==> src/rtl/sfr_pkg.sv <==
// Constants and types shared by the serial flash read-path host controller
package sfr_pkg;

  // Read command families that the host can issue
  typedef enum logic [1:0] {
    SFR_KIND_QUAD_INSTR,
    SFR_KIND_DUAL_IO,
    SFR_KIND_DUAL_OUT
  } sfr_kind_t;

  // Opcodes
  localparam logic [7:0] SFR_OPC_QUAD_INSTR_FAST_READ = 8'h0B;
  localparam logic [7:0] SFR_OPC_QUAD_IO_READ = 8'hEB;
  localparam logic [7:0] SFR_OPC_UNIQUE_IDENTIFIER_READ = 8'h4B;
  localparam logic [7:0] SFR_OPC_DISCOVERABLE_PARAM_READ = 8'h5A;
  localparam logic [7:0] SFR_OPC_INFO_ROW_READ = 8'h68;
  localparam logic [7:0] SFR_OPC_DUAL_IO_READ = 8'hBB;
  localparam logic [7:0] SFR_OPC_DUAL_OUTPUT_READ = 8'h3B;

  // Serial clock cycles per phase
  localparam logic [4:0] SFR_CYC_OPC_QUAD = 5'h02;
  localparam logic [4:0] SFR_CYC_OPC_SINGLE = 5'h08;
  localparam logic [4:0] SFR_CYC_ADDR_QUAD = 5'h06;
  localparam logic [4:0] SFR_CYC_ADDR_DUAL = 5'h0C;
  localparam logic [4:0] SFR_CYC_ADDR_SINGLE = 5'h18;
  localparam logic [4:0] SFR_CYC_MODE_DUAL = 5'h04;
  localparam logic [4:0] SFR_CYC_MODE_HIZ = 5'h02;
  localparam logic [4:0] SFR_CYC_DUMMY_DUAL_OUT = 5'h08;

  // Default dummy counts
  localparam logic [3:0] SFR_DUMMY_QUAD_DEFAULT = 4'h6;
  localparam logic [3:0] SFR_DUMMY_DUAL_DEFAULT = 4'h4;

  // Upper mode nibble that keeps continuous-read mode
  localparam logic [3:0] SFR_CONT_READ_KEY = 4'hA;

  // Lines per serial clock
  localparam logic [2:0] SFR_LINES_1 = 3'h1;
  localparam logic [2:0] SFR_LINES_2 = 3'h2;
  localparam logic [2:0] SFR_LINES_4 = 3'h4;

endpackage

==> src/rtl/sfr_host.sv <==
// Host controller issuing quad-instruction, dual I/O and dual output reads
// Notes on behaviour
// Quad-instruction fast read: opcode 2 clocks, address 6 clocks, four lines, then dummy.
// Device drives quad read data on IO3..IO0 after dummy cycles.
// Device streams bytes with incrementing address, wrapping to zero.
// Host ends a read at a byte boundary by raising select.
// Device ignores reads while its write-in-progress flag is set.
// Same quad sequence serves quad I/O, unique ID, parameter and info row opcodes.
// Quad dummy count is configurable, default six, same on both sides.
// Host pauses by pulling the pause line low while serial clock is low.
// Host resumes by raising the pause line while serial clock is low.
// Device floats its output and ignores input while paused.
// Pause is unavailable with quad enable set or in quad-instruction reads.
// Dual I/O read: single-line opcode, 24 address bits two per clock, MSB on IO1.
// Dual I/O read dummy count is configurable, default four.
// Device drives dual I/O data two bits per clock, MSB on IO1.
// Mode byte occupies first four cycles after address; only upper nibble matters.
// Upper nibble 1010 enters continuous-read mode; next read skips the opcode.
// Any other nibble leaves continuous-read mode; instruction mode unchanged.
// Mode cycles count inside the dummy count.
// Host floats the don't-care mode positions to avoid contention.
// Dual output read: opcode, address and 8 dummy clocks all on IO0.
// Dual output read data: first bit of pair on IO1, second on IO0.
// Device ignores the top address bit.
// Multi-line transfers send the most significant group first.
`timescale 1ns/1ps
module sfr_host #(
  parameter int unsigned HALF_DIV = 4,
  parameter int unsigned LEN_W = 16
) (
  input wire logic core_clk,
  input wire logic rst_b,
  // User command side
  input wire logic cmd_valid,
  output logic cmd_ready,
  input wire sfr_pkg::sfr_kind_t cmd_kind,
  input wire logic [7:0] cmd_opcode,
  input wire logic [23:0] cmd_addr,
  input wire logic [7:0] cmd_mode,
  input wire logic [LEN_W-1:0] cmd_len,
  input wire logic cmd_abort,
  input wire logic [3:0] cfg_quad_dummy,
  input wire logic [3:0] cfg_dual_dummy,
  input wire logic cfg_quad_enable_bit,
  input wire logic pause_req,
  output logic [7:0] rd_data,
  output logic rd_valid,
  output logic busy,
  output logic paused,
  output logic continuous_read_mode,
  // Flash pins
  output logic sck_o,
  output logic cs_n_o,
  output logic [3:0] io_o,
  output logic [3:0] io_oe,
  input wire logic [3:0] io_i
);
  import sfr_pkg::*;

  typedef enum logic [2:0] {
    ST_IDLE, ST_OPC, ST_ADDR, ST_MODE, ST_DUMMY, ST_DATA, ST_END
  } sfr_state_t;

  localparam logic [7:0] DIV_LAST = 8'(HALF_DIV - 1);

  sfr_state_t state_q;
  sfr_kind_t kind_q;
  logic [31:0] tx_q;
  logic [2:0] lines_q;
  logic [4:0] cyc_q;
  logic [7:0] mode_q;
  logic [3:0] dual_dummy_q;
  logic [3:0] quad_dummy_q;
  logic [LEN_W-1:0] len_q;
  logic [2:0] bitcnt_q;
  logic [7:0] rx_q;
  logic [7:0] div_q;
  logic [23:0] addr_q;
  logic abort_q;
  logic [3:0] io_sync;
  logic wrap;
  logic running;
  logic fall_tick;
  logic take;
  logic pause_ok;
  logic [7:0] rx_next;
  logic [4:0] dual_rest;

  // Next group of bits to put on the lines, top bits first
  function automatic logic [3:0] tx_slice(input logic [31:0] tx, input logic [2:0] lines);
    case (lines)
      SFR_LINES_4: tx_slice = tx[31:28];
      SFR_LINES_2: tx_slice = {2'h0, tx[31:30]};
      default: tx_slice = {3'h0, tx[31]};
    endcase
  endfunction

  // Drop the group just sent
  function automatic logic [31:0] tx_shift(input logic [31:0] tx, input logic [2:0] lines);
    case (lines)
      SFR_LINES_4: tx_shift = {tx[27:0], 4'h0};
      SFR_LINES_2: tx_shift = {tx[29:0], 2'h0};
      default: tx_shift = {tx[30:0], 1'h0};
    endcase
  endfunction

  // Enables for the lines in use
  function automatic logic [3:0] line_mask(input logic [2:0] lines);
    case (lines)
      SFR_LINES_4: line_mask = 4'hF;
      SFR_LINES_2: line_mask = 4'h3;
      default: line_mask = 4'h1;
    endcase
  endfunction

  // Pins from the device pass two flops before use
  sfr_sync #(
    .WIDTH(4)
  ) u_io_sync (
    .core_clk(core_clk),
    .rst_b(rst_b),
    .async_in(io_i),
    .sync_out(io_sync)
  );

  assign wrap = (div_q == DIV_LAST);
  assign running = (state_q != ST_IDLE) && (state_q != ST_END) && !paused;
  assign fall_tick = running && wrap && sck_o;
  // A pending continuous-read mode admits only another dual I/O read
  assign take = cmd_valid && cmd_ready &&
                !(continuous_read_mode && (cmd_kind != SFR_KIND_DUAL_IO));
  // Quad-instruction reads use IO3 as data, so it cannot double as pause
  assign pause_ok = (kind_q != SFR_KIND_QUAD_INSTR) && !cfg_quad_enable_bit && running;
  assign dual_rest = 5'(dual_dummy_q) - SFR_CYC_MODE_DUAL;
  // Newest data group merged into the byte being assembled, MSB group first
  assign rx_next = (lines_q == SFR_LINES_4) ? {rx_q[3:0], io_sync} :
                   {rx_q[5:0], io_sync[1], io_sync[0]};

  // Divider for the serial clock; held at zero while paused or idle
  always_ff @(posedge core_clk or negedge rst_b) begin
    if (!rst_b) begin
      div_q <= 8'h00;
    end else if (state_q == ST_IDLE || paused || wrap) begin
      div_q <= 8'h00;
    end else begin
      div_q <= div_q + 8'h01;
    end
  end

  // Serial clock, idles low; no edges in the end phase
  always_ff @(posedge core_clk or negedge rst_b) begin
    if (!rst_b) begin
      sck_o <= 1'b0;
    end else if (running && wrap) begin
      sck_o <= !sck_o;
    end else if (!running && !paused) begin
      sck_o <= 1'b0;
    end
  end

  // Pause enters and leaves only while the serial clock is low
  always_ff @(posedge core_clk or negedge rst_b) begin
    if (!rst_b) begin
      paused <= 1'b0;
    end else if (!paused && pause_req && pause_ok && !sck_o && !wrap) begin
      paused <= 1'b1;
    end else if (paused && !pause_req) begin
      paused <= 1'b0;
    end
  end

  // Abort request held until the host returns to idle; set beats clear
  always_ff @(posedge core_clk or negedge rst_b) begin
    if (!rst_b) begin
      abort_q <= 1'b0;
    end else if (cmd_abort && busy) begin
      abort_q <= 1'b1;
    end else if (state_q == ST_IDLE) begin
      abort_q <= 1'b0;
    end
  end

  // Sequencer: each phase from opcode to data advances on the falling serial clock
  always_ff @(posedge core_clk or negedge rst_b) begin
    if (!rst_b) begin
      state_q <= ST_IDLE;
      kind_q <= SFR_KIND_QUAD_INSTR;
      tx_q <= 32'h0000_0000;
      lines_q <= SFR_LINES_1;
      cyc_q <= 5'h00;
      mode_q <= 8'h00;
      dual_dummy_q <= SFR_DUMMY_DUAL_DEFAULT;
      quad_dummy_q <= SFR_DUMMY_QUAD_DEFAULT;
      len_q <= '0;
      bitcnt_q <= 3'h0;
      rx_q <= 8'h00;
      continuous_read_mode <= 1'b0;
    end else begin
      case (state_q)
        ST_IDLE: begin
          if (take) begin
            kind_q <= cmd_kind;
            mode_q <= cmd_mode;
            len_q <= (cmd_len == '0) ? LEN_W'(1) : cmd_len;
            quad_dummy_q <= cfg_quad_dummy;
            // Mode cycles always fit inside the dual I/O dummy period
            dual_dummy_q <= (cfg_dual_dummy < SFR_DUMMY_DUAL_DEFAULT) ?
                            SFR_DUMMY_DUAL_DEFAULT : cfg_dual_dummy;
            bitcnt_q <= 3'h0;
            if (cmd_kind == SFR_KIND_QUAD_INSTR) begin
              state_q <= ST_OPC;
              tx_q <= {cmd_opcode, 24'h00_0000};
              cyc_q <= SFR_CYC_OPC_QUAD;
              lines_q <= SFR_LINES_4;
            end else if (cmd_kind == SFR_KIND_DUAL_IO && continuous_read_mode) begin
              state_q <= ST_ADDR;
              tx_q <= {cmd_addr, 8'h00};
              cyc_q <= SFR_CYC_ADDR_DUAL;
              lines_q <= SFR_LINES_2;
            end else begin
              state_q <= ST_OPC;
              tx_q <= {(cmd_kind == SFR_KIND_DUAL_IO) ? SFR_OPC_DUAL_IO_READ :
                       SFR_OPC_DUAL_OUTPUT_READ, 24'h00_0000};
              cyc_q <= SFR_CYC_OPC_SINGLE;
              lines_q <= SFR_LINES_1;
            end
          end
        end
        ST_OPC: begin
          if (fall_tick) begin
            if (cyc_q == 5'h01) begin
              state_q <= ST_ADDR;
              tx_q <= {addr_q, 8'h00};
              case (kind_q)
                SFR_KIND_QUAD_INSTR: begin
                  cyc_q <= SFR_CYC_ADDR_QUAD;
                  lines_q <= SFR_LINES_4;
                end
                SFR_KIND_DUAL_IO: begin
                  cyc_q <= SFR_CYC_ADDR_DUAL;
                  lines_q <= SFR_LINES_2;
                end
                default: begin
                  cyc_q <= SFR_CYC_ADDR_SINGLE;
                  lines_q <= SFR_LINES_1;
                end
              endcase
            end else begin
              tx_q <= tx_shift(tx_q, lines_q);
              cyc_q <= cyc_q - 5'h01;
            end
          end
        end
        ST_ADDR: begin
          if (fall_tick) begin
            if (cyc_q == 5'h01) begin
              case (kind_q)
                SFR_KIND_QUAD_INSTR: begin
                  state_q <= (quad_dummy_q == 4'h0) ? ST_DATA : ST_DUMMY;
                  cyc_q <= 5'(quad_dummy_q);
                  lines_q <= SFR_LINES_4;
                end
                SFR_KIND_DUAL_IO: begin
                  state_q <= ST_MODE;
                  tx_q <= {mode_q, 24'h00_0000};
                  cyc_q <= SFR_CYC_MODE_DUAL;
                  lines_q <= SFR_LINES_2;
                end
                default: begin
                  state_q <= ST_DUMMY;
                  cyc_q <= SFR_CYC_DUMMY_DUAL_OUT;
                  lines_q <= SFR_LINES_2;
                end
              endcase
            end else begin
              tx_q <= tx_shift(tx_q, lines_q);
              cyc_q <= cyc_q - 5'h01;
            end
          end
        end
        ST_MODE: begin
          if (fall_tick) begin
            if (cyc_q == 5'h01) begin
              continuous_read_mode <= (mode_q[7:4] == SFR_CONT_READ_KEY);
              state_q <= (dual_rest == 5'h00) ? ST_DATA : ST_DUMMY;
              cyc_q <= dual_rest;
            end else begin
              tx_q <= tx_shift(tx_q, lines_q);
              cyc_q <= cyc_q - 5'h01;
            end
          end
        end
        ST_DUMMY: begin
          if (fall_tick) begin
            if (cyc_q == 5'h01) begin
              state_q <= ST_DATA;
            end
            cyc_q <= cyc_q - 5'h01;
          end
        end
        ST_DATA: begin
          if (fall_tick) begin
            rx_q <= rx_next;
            bitcnt_q <= bitcnt_q + lines_q;
            if (3'(bitcnt_q + lines_q) == 3'h0) begin
              len_q <= len_q - LEN_W'(1);
              if (len_q == LEN_W'(1) || abort_q) begin
                state_q <= ST_END;
              end
            end
          end
        end
        ST_END: begin
          if (wrap) begin
            state_q <= ST_IDLE;
          end
        end
        default: begin
          state_q <= ST_IDLE;
        end
      endcase
    end
  end

  // Address is latched at command time and reloaded after the opcode
  always_ff @(posedge core_clk or negedge rst_b) begin
    if (!rst_b) begin
      addr_q <= 24'h00_0000;
    end else if (take) begin
      addr_q <= cmd_addr;
    end
  end

  // Received byte handed out as a one-cycle pulse
  always_ff @(posedge core_clk or negedge rst_b) begin
    if (!rst_b) begin
      rd_data <= 8'h00;
      rd_valid <= 1'b0;
    end else begin
      rd_valid <= 1'b0;
      if (state_q == ST_DATA && fall_tick && 3'(bitcnt_q + lines_q) == 3'h0) begin
        rd_data <= rx_next;
        rd_valid <= 1'b1;
      end
    end
  end

  // Select, ready and busy; select rises only with the clock low
  always_ff @(posedge core_clk or negedge rst_b) begin
    if (!rst_b) begin
      cs_n_o <= 1'b1;
      cmd_ready <= 1'b0;
      busy <= 1'b0;
    end else begin
      cs_n_o <= (state_q == ST_IDLE && !take) || state_q == ST_END;
      cmd_ready <= (state_q == ST_IDLE) && !take;
      busy <= (state_q != ST_IDLE) || take;
    end
  end

  // Drive the data lines one core cycle after each falling edge
  always_ff @(posedge core_clk or negedge rst_b) begin
    if (!rst_b) begin
      io_o <= 4'h0;
      io_oe <= 4'h0;
    end else begin
      io_o <= tx_slice(tx_q, lines_q);
      case (state_q)
        ST_OPC, ST_ADDR: io_oe <= line_mask(lines_q);
        // Low mode nibble positions float so the device may drive early
        ST_MODE: io_oe <= (cyc_q > SFR_CYC_MODE_HIZ) ? line_mask(lines_q) : 4'h0;
        default: io_oe <= 4'h0;
      endcase
      // Outside quad reads IO3 serves as the active-low pause line
      if (state_q != ST_IDLE && kind_q != SFR_KIND_QUAD_INSTR) begin
        io_o[3] <= !paused;
        io_oe[3] <= 1'b1;
      end
    end
  end

endmodule

==> src/rtl/sfr_sync.sv <==
// Two flip-flop synchroniser for the IO pins
`timescale 1ns/1ps
module sfr_sync #(
  parameter int unsigned WIDTH = 4
) (
  input wire logic core_clk,
  input wire logic rst_b,
  input wire logic [WIDTH-1:0] async_in,
  output logic [WIDTH-1:0] sync_out
);

  logic [WIDTH-1:0] meta_q;

  // First stage feeds only the second stage
  always_ff @(posedge core_clk or negedge rst_b) begin
    if (!rst_b) begin
      meta_q <= '0;
      sync_out <= '0;
    end else begin
      meta_q <= async_in;
      sync_out <= meta_q;
    end
  end

endmodule
==> config.mk <==
export PLATFORM = sky130hd
export DESIGN_NAME = sfr_host
export DESIGN_NICKNAME = d
export VERILOG_FILES = /design/src/rtl/sfr_pkg.sv /design/src/rtl/sfr_host.sv /design/src/rtl/sfr_sync.sv
export SDC_FILE = /design/constraint.sdc
export NUM_CORES = 1
export LEC_CHECK = 0
export ABC_AREA = 1
export BUFFER_PORTS_ARGS = -buffer_cell sky130_fd_sc_hd__buf_2
export CAP_MARGIN = 20
export CELL_PAD_IN_SITES_DETAIL_PLACEMENT = 0
export CELL_PAD_IN_SITES_GLOBAL_PLACEMENT = 2
export CORE_ASPECT_RATIO = 1.1
export CORE_MARGIN = 10
export CORE_UTILIZATION = 33
export CTS_CLUSTER_SIZE = 25
export DETAILED_ROUTE_END_ITERATION = 8
export GPL_TIMING_DRIVEN = 0
export PLACE_DENSITY = 0.77
export SLEW_MARGIN = 20
export SYNTH_ARGS = -nofsm -noshare
export SYNTH_HDL_FRONTEND = slang
export SYNTH_SLANG_ARGS = --single-unit
==> constraint.sdc <==
create_clock -name core_clk -period 2.5 [get_ports core_clk]
set_clock_uncertainty 0.15 [all_clocks]
set_input_delay 0.5 -clock core_clk [delete_from_list [all_inputs] [get_ports core_clk]]
set_output_delay 0.5 -clock core_clk [all_outputs]
set_load 0.05 [all_outputs]
== Yosys cells after proc, flatten, opt, wreduce, memory -nomap -nowiden ==
Index checks and enable logic that the tools add are counted.

* Register bits: 150
* Input bits: 76
* Output and inout port bits: 23
* Logic and storage cells: 202

* Add/subtract/negate cells: 5
* Order comparisons: 2
* Eq/ne operators: 31
* Muxes and demuxes: 78
* Reduce and logical (&&, ||, !) cells: 60

{| class="wikitable"
|+ Operators with widths
! cell !! number
|-
| 2-to-1 mux 32 bit || 10
|-
| one-hot mux 32 bit (4 select lines) || 1
|-
| 2-to-1 mux 3 bit || 23
|-
| 2-to-1 mux 16 bit || 4
|-
| one-hot mux 32 bit (2 select lines) || 1
|-
| 2-to-1 mux 5 bit || 8
|-
| one-hot mux 16 bit (2 select lines) || 1
|-
| one-hot mux 4 bit (2 select lines) || 4
|-
| != test 2 bit, second input constant || 14
|-
| one-hot mux 5 bit (5 select lines) || 1
|-
| 2-to-1 mux 8 bit || 3
|-
| logical AND 1 bit || 21
|-
| one-hot mux 3 bit (7 select lines) || 1
|-
| one-hot mux 3 bit (2 select lines) || 3
|-
| == test 16 x 1 -> 1 bit, second input constant || 1
|-
| zero test 16 bit || 1
|-
| subtractor 16 x 1 -> 16 bit, second input constant || 1
|-
| AND reduction 13 bit || 1
|-
| == test 3 bit, second input constant || 4
|-
| 2-to-1 mux 4 bit || 3
|-
| AND reduction 6 bit || 2
|-
| 2-to-1 mux 1 bit || 11
|-
| one-hot mux 5 bit (2 select lines) || 1
|-
| nonzero test 2 bit || 5
|-
| 31 further kinds || 51
|}

== Depth between registers and ports, before layout ==
* Depth after elaboration: 8
* Gate-level depth with buffers: 12
* Mapped depth without buffers: 12

== Modules after synthesis ==
Synthesis repeated with hierarchy kept, for this count alone.

* Cell total of the unflattened synthesis: 1133
* Area total of the unflattened synthesis: 7941.4 um^2

{| class="wikitable"
|+ Modules (own cells, without submodules)
! module !! times used !! cells each !! area each (um^2) !! seq. area each (um^2)
|-
| sfr_host || 1 || 1125 || 7741.2 || 3359.5
|-
| sfr_sync || 1 || 8 || 200.2 || 200.2
|}

== Worst setup path after synthesis ==
Ideal clock, no wire load.

* Path type: register to register
* From: register lines_q[0]
* To: register len_q[11]
* Library setup time: 0.065 ns
* Arrival: 2.045 ns
* Required time: 2.285 ns
* Slack: 0.240 ns
* Stages on the path, launching flop included: 13
* Buffers on the path: 1
* Period minus slack after synthesis: 2.260 ns
* Cells stage by stage: dfstp_2 > ha_1 > inv_1 > fa_1 > inv_1 > nor2_1 > nand4_1 > nand2_1 > nand2_1 > nor2_8 > buf_6 > nand2_1 > nand2_1

* Longest elaborated chain between the ends: 4

{| class="wikitable"
|+ RTL lines
! what !! RTL line !! text
|-
| from (decl) || sfr_host.sv:69 || <nowiki>logic [2:0] lines_q;</nowiki>
|-
| from (signal assigned) || sfr_host.sv:189 || <nowiki>lines_q <= SFR_LINES_1;</nowiki>
|-
| from (signal assigned) || sfr_host.sv:214 || <nowiki>lines_q <= SFR_LINES_4;</nowiki>
|-
| from (signal assigned) || sfr_host.sv:219 || <nowiki>lines_q <= SFR_LINES_2;</nowiki>
|-
| adder 3 bit || sfr_host.sv:305 || <nowiki>if (3'(bitcnt_q + lines_q) == 3'h0) begin</nowiki>
|-
| zero test 3 bit || sfr_host.sv:305 ||
|-
| != test 2 bit (no line) || - ||
|-
| AND reduction 4 bit (no line) || - ||
|-
| to (signal assigned) || sfr_host.sv:204 || <nowiki>len_q <= (cmd_len == '0) ? LEN_W'(1) : cmd_len;</nowiki>
|-
| to (signal assigned) || sfr_host.sv:306 || <nowiki>len_q <= len_q - LEN_W'(1);</nowiki>
|-
| to (decl) || sfr_host.sv:74 || <nowiki>logic [LEN_W-1:0] len_q;</nowiki>
|}

Every way passes these cells.
A chain may end at the register's enable or synchronous reset.

== Final worst setup path ==
* From: register lines_q[0]
* To: register len_q[7]

Same word-level chain as after synthesis.

==> reports/qor.txt <==
================================================================================
Final critical-path setup slack                                          50.0 ps
Worst-path maximum fanout                                                      5
Required time worst endpoint                                             2720 ps
Initial DRT Pass Iterations                                                    4
Outcome                                                             complete, no violations
Worst flop-to-flop path startpoint                                  lines_q[0]$_DFFE_PN1P_
Count of distinct cell types in the synthesized netlist                       39
Met3 track demand over resource in global routing                          3.27%
Most used standard cell by instance count after synthesis           sky130_fd_sc_hd__nand2_1
Leakage power                                                            5.02 nW
Class of the most critical setup path                                 reg -> reg
Fraction of the core area covered by cells at the end of the flow          41.0%
Synth async-reset ratio                                                     100%
DRC marker count from the first detailed-route iteration                     399
Post-Place Setup Slack                                                   -268 ps
Share of layout cells above drive strength 1                               17.2%
Final count of negative-setup-slack endpoints                                  0
CTS tree                                                                   built
Slew Limit Headroom                                                        54.1%
Flop pwr share                                                             31.3%
WL final                                                               24,900 µm
Synth Cell Area                                                      0.00791 mm²
Die span in x                                                             168 µm
Share of total power in the clock network                                  23.3%
Worst skew pair latency                                                   420 ps
Clock Path Buffers                                                             2
Switching share of power                                                   45.2%
Gate count after technology mapping                                        1,133
Final RePlAce weighted congestion                                          0.788
Min cycle time layout                                                    2450 ps
Total of max-cap violations                                                    0
Placement row count                                                           59
Endpoint of the lowest-slack register-to-register path              len_q[7]$_DFFE_PN0P_
Number of cells on the worst hold path                                         1
Filler cell count                                                          2,576
Unrepaired setup endpoints after global routing                              yes
Main synth FF type                                                  sky130_fd_sc_hd__dfrtp_1
Initial cell density of the core                                           33.5%
Max rail drop VDD                                                       0.422 mV
Series of cell instances along the critical path                    ha_2, inv_2, fa_1, inv_1, nor2_2, nand4_1, nand2_2, nand2_4, nor2_8, clkbuf_16, nand2_4, nand2_2
Ratio of routed vias to standard cells                                      4.72
Reported net switching power                                           0.00551 W
Post-synth EDFFs                                                               0
Avg Synthesized Cell Area                                               6.98 µm²
CTS root buf                                                        sky130_fd_sc_hd__clkbuf_16
Critical path endpoint category                                         register
Total Power                                                             0.0122 W
Hold Worst Slack                                                         38.3 ps
Internal portion of total power                                        0.00667 W
Sequential area share after synthesis                                      45.0%
Met1 demand-to-capacity share in global routing                            23.0%
Pin count of the biggest net entering global routing                          79
Number of antenna cells inserted                                               0
Slowest-stage cell, CP                                              sky130_fd_sc_hd__dfstp_2
Cell Pwr Density                                                     1260 mW/mm²
Net count after synthesis                                                  1,219
Number of buffers added on ports                                              98
Vert. Die Dim                                                             182 µm
Aggregate global-route resource usage                                      16.3%
Post-route DRC violation count                                                 0
Cts bufs inserted                                                             17
Busiest layer in global routing                                             met2
Register-to-register path setup slack                                      50 ps
Detail Route Antenna Nets                                                      0
Reg2reg path depth                                                            12
Floorplan die area                                                    0.0306 mm²
Top cells by area in the synthesized netlist                        sky130_fd_sc_hd__dfrtp_1 43%, sky130_fd_sc_hd__nand2_1 24%, sky130_fd_sc_hd__nand3_1 5.9%, sky130_fd_sc_hd__inv_1 4.4%, sky130_fd_sc_hd__o21ai_0 4.4%
Remaining global-route overflow                                                0
Area fraction of the dominant cell type after synthesis                    43.3%
Number of antenna violations at the first check in global routing              0
Number of clock sinks                                                        142
Endpoint of the worst hold-timing path                              u_io_sync.meta_q[0]$_DFF_PN0_
Final hold violation count                                                     0
Hold crit path type                                                    in -> reg
Critical path's largest stage delay                                       550 ps
Peak Freq                                                              0.408 GHz
Final #Nets                                                                1,344
Hold wc startpoint                                                       io_i[0]
Final HPWL from detailed placement                                     18,600 µm
Via count of the first global-routing pass                                 7,616
Startpoint type of the worst setup path                                 register
Period utilization                                                         98.0%
Ports                                                                         99
Core Area                                                             0.0236 mm²
Total via count in the routed design                                       7,436
Worst-margin pin slew                                                     689 ps
Proportion of power drawn by combinational gates                           45.4%
Synth Register Bits                                                          142
Most area-hungry cell type in the Yosys netlist                     sky130_fd_sc_hd__dfrtp_1
Routed wire length per instance                                          15.8 µm
Global-route wire length before repair                                 41,000 µm
Top cell types by occurrence after synthesis                        510 x sky130_fd_sc_hd__nand2_1, 137 x sky130_fd_sc_hd__dfrtp_1, 94 x sky130_fd_sc_hd__nand3_1
Arrival @ worst endpoint                                                 2670 ps
Layout-stage area growth over the synthesis result                         22.3%
Synth Warn #                                                                   0
H-tree depth reported by CTS                                                   4
Slew Viols, Final                                                              0
Clock transition at the registers of the reported paths                    70 ps
Met2 track demand over resource                                            25.1%
Setup_tns                                                                   0 ps
================================================================================
[worst max-delay path by stage]
| stage | startpoint | to | slack (ps) |
|---|---|---|---|
| after detailed placement | cmd_kind[1] | mode_q[7]$_DFFE_PN0P_ | -270 |
| after CTS | lines_q[0]$_DFFE_PN1P_ | len_q[14]$_DFFE_PN0P_ | 30 |
| final | lines_q[0]$_DFFE_PN1P_ | len_q[7]$_DFFE_PN0P_ | 50 |
| after global routing | lines_q[0]$_DFFE_PN1P_ | len_q[7]$_DFFE_PN0P_ | -70 |
| after floorplan | lines_q[0]$_DFFE_PN1P_ | len_q[11]$_DFFE_PN0P_ | 240 |
| after global placement | rst_b | mode_q[1]$_DFFE_PN0P_ | -1510 |
[layout by cell type (no fill, tap or decap), types with 7 or more instances in the layout]
master / instances
sky130_fd_sc_hd__nand4_1: 15
sky130_fd_sc_hd__clkbuf_1: 14
sky130_fd_sc_hd__inv_2: 11
sky130_fd_sc_hd__o211ai_1: 9
sky130_fd_sc_hd__o21ai_0: 69
sky130_fd_sc_hd__nand2_2: 16
sky130_fd_sc_hd__nand2_4: 9
sky130_fd_sc_hd__clkbuf_16: 18
sky130_fd_sc_hd__nand3_1: 93
sky130_fd_sc_hd__inv_1: 91
sky130_fd_sc_hd__buf_2: 108
sky130_fd_sc_hd__nor2_2: 7
sky130_fd_sc_hd__nand2_1: 490
sky130_fd_sc_hd__a21oi_1: 13
sky130_fd_sc_hd__ha_1: 8
sky130_fd_sc_hd__nor2_1: 79
sky130_fd_sc_hd__dfrtp_1: 137
[through the flow]
stage / cells / area, µm²
2_1_floorplan: 1133 / 7910
3_3_place_gp: 1536 / 8780
3_5_place_dp: 1537 / 8820
4_1_cts: 1572 / 9520
5_1_grt: 1576 / 9680
6_report: 1576 / 9680
[cell type report]
class                   count  area (µm²)  area share, %
repair buffers            106         608           6.28
well taps                 305         382           3.94
clock inverters            13         200           2.07
inverters                 104         394           4.07
flip-flops and latches    142        3560           36.8
multi-input cells         856        3910           40.4
clock buffers              19         453           4.68
plain buffers              31         165           1.71
[repair_timing]
action	in CTS	in global routing
setup endpoints to repair	10	63
hold endpoints to repair	73	0
buffers inserted	2	3
hold buffers	1	0
gates resized for setup	5	38
pin swaps	1	15
cloned	0	1
[kinds of logic after synthesis]
| group | after synthesis | share of synthesized area, % |
|---|---|---|
| AOI/OAI and AO/OA | 110 | 7.63 |
| buffers and inverters | 135 | 6.83 |
| DFF | 142 | 45.0 |
| xor gates and xnor gates | 3 | 0.332 |
| and+or+nand+nor | 733 | 38.5 |
| adders and majority gates | 10 | 1.68 |
[critical path: cells and delay by family, from the launching register on]
kind	cells	cell delay, ps
flops	1	550
simple gates	7	780
buf+inv	3	270
fa+ha+maj	2	660
[routing by layer]
metal  up-vias  wire length [µm]  part of all wire (%)
met5         -                 0                     0
met4         0               161                  0.65
met3        10               911                   3.7
met2       119             10900                    44
met1      3466             12900                    52
li1       3841                 -                     -
[power groups by stage]
stage / logic, W / registers, W / clock network [W]
CTS: 0.00529 / 0.00381 / 0.00291
finish: 0.00553 / 0.00381 / 0.00283
global route: 0.00630 / 0.00393 / 0.00301
floorplan: 0.00344 / 0.00395 / 0
detailed placement: 0.00519 / 0.00384 / 0
global placement: 0.00515 / 0.00384 / 0
[sequential cells by signal, summed over array words and instances, names as in the netlist, 5 cells and up]
register,cells
addr_q,24
cyc_q,5
div_q,8
len_q,16
mode_q,8
rd_data,8
rx_q,6
tx_q,24
Power figures use the tool's default switching activity.
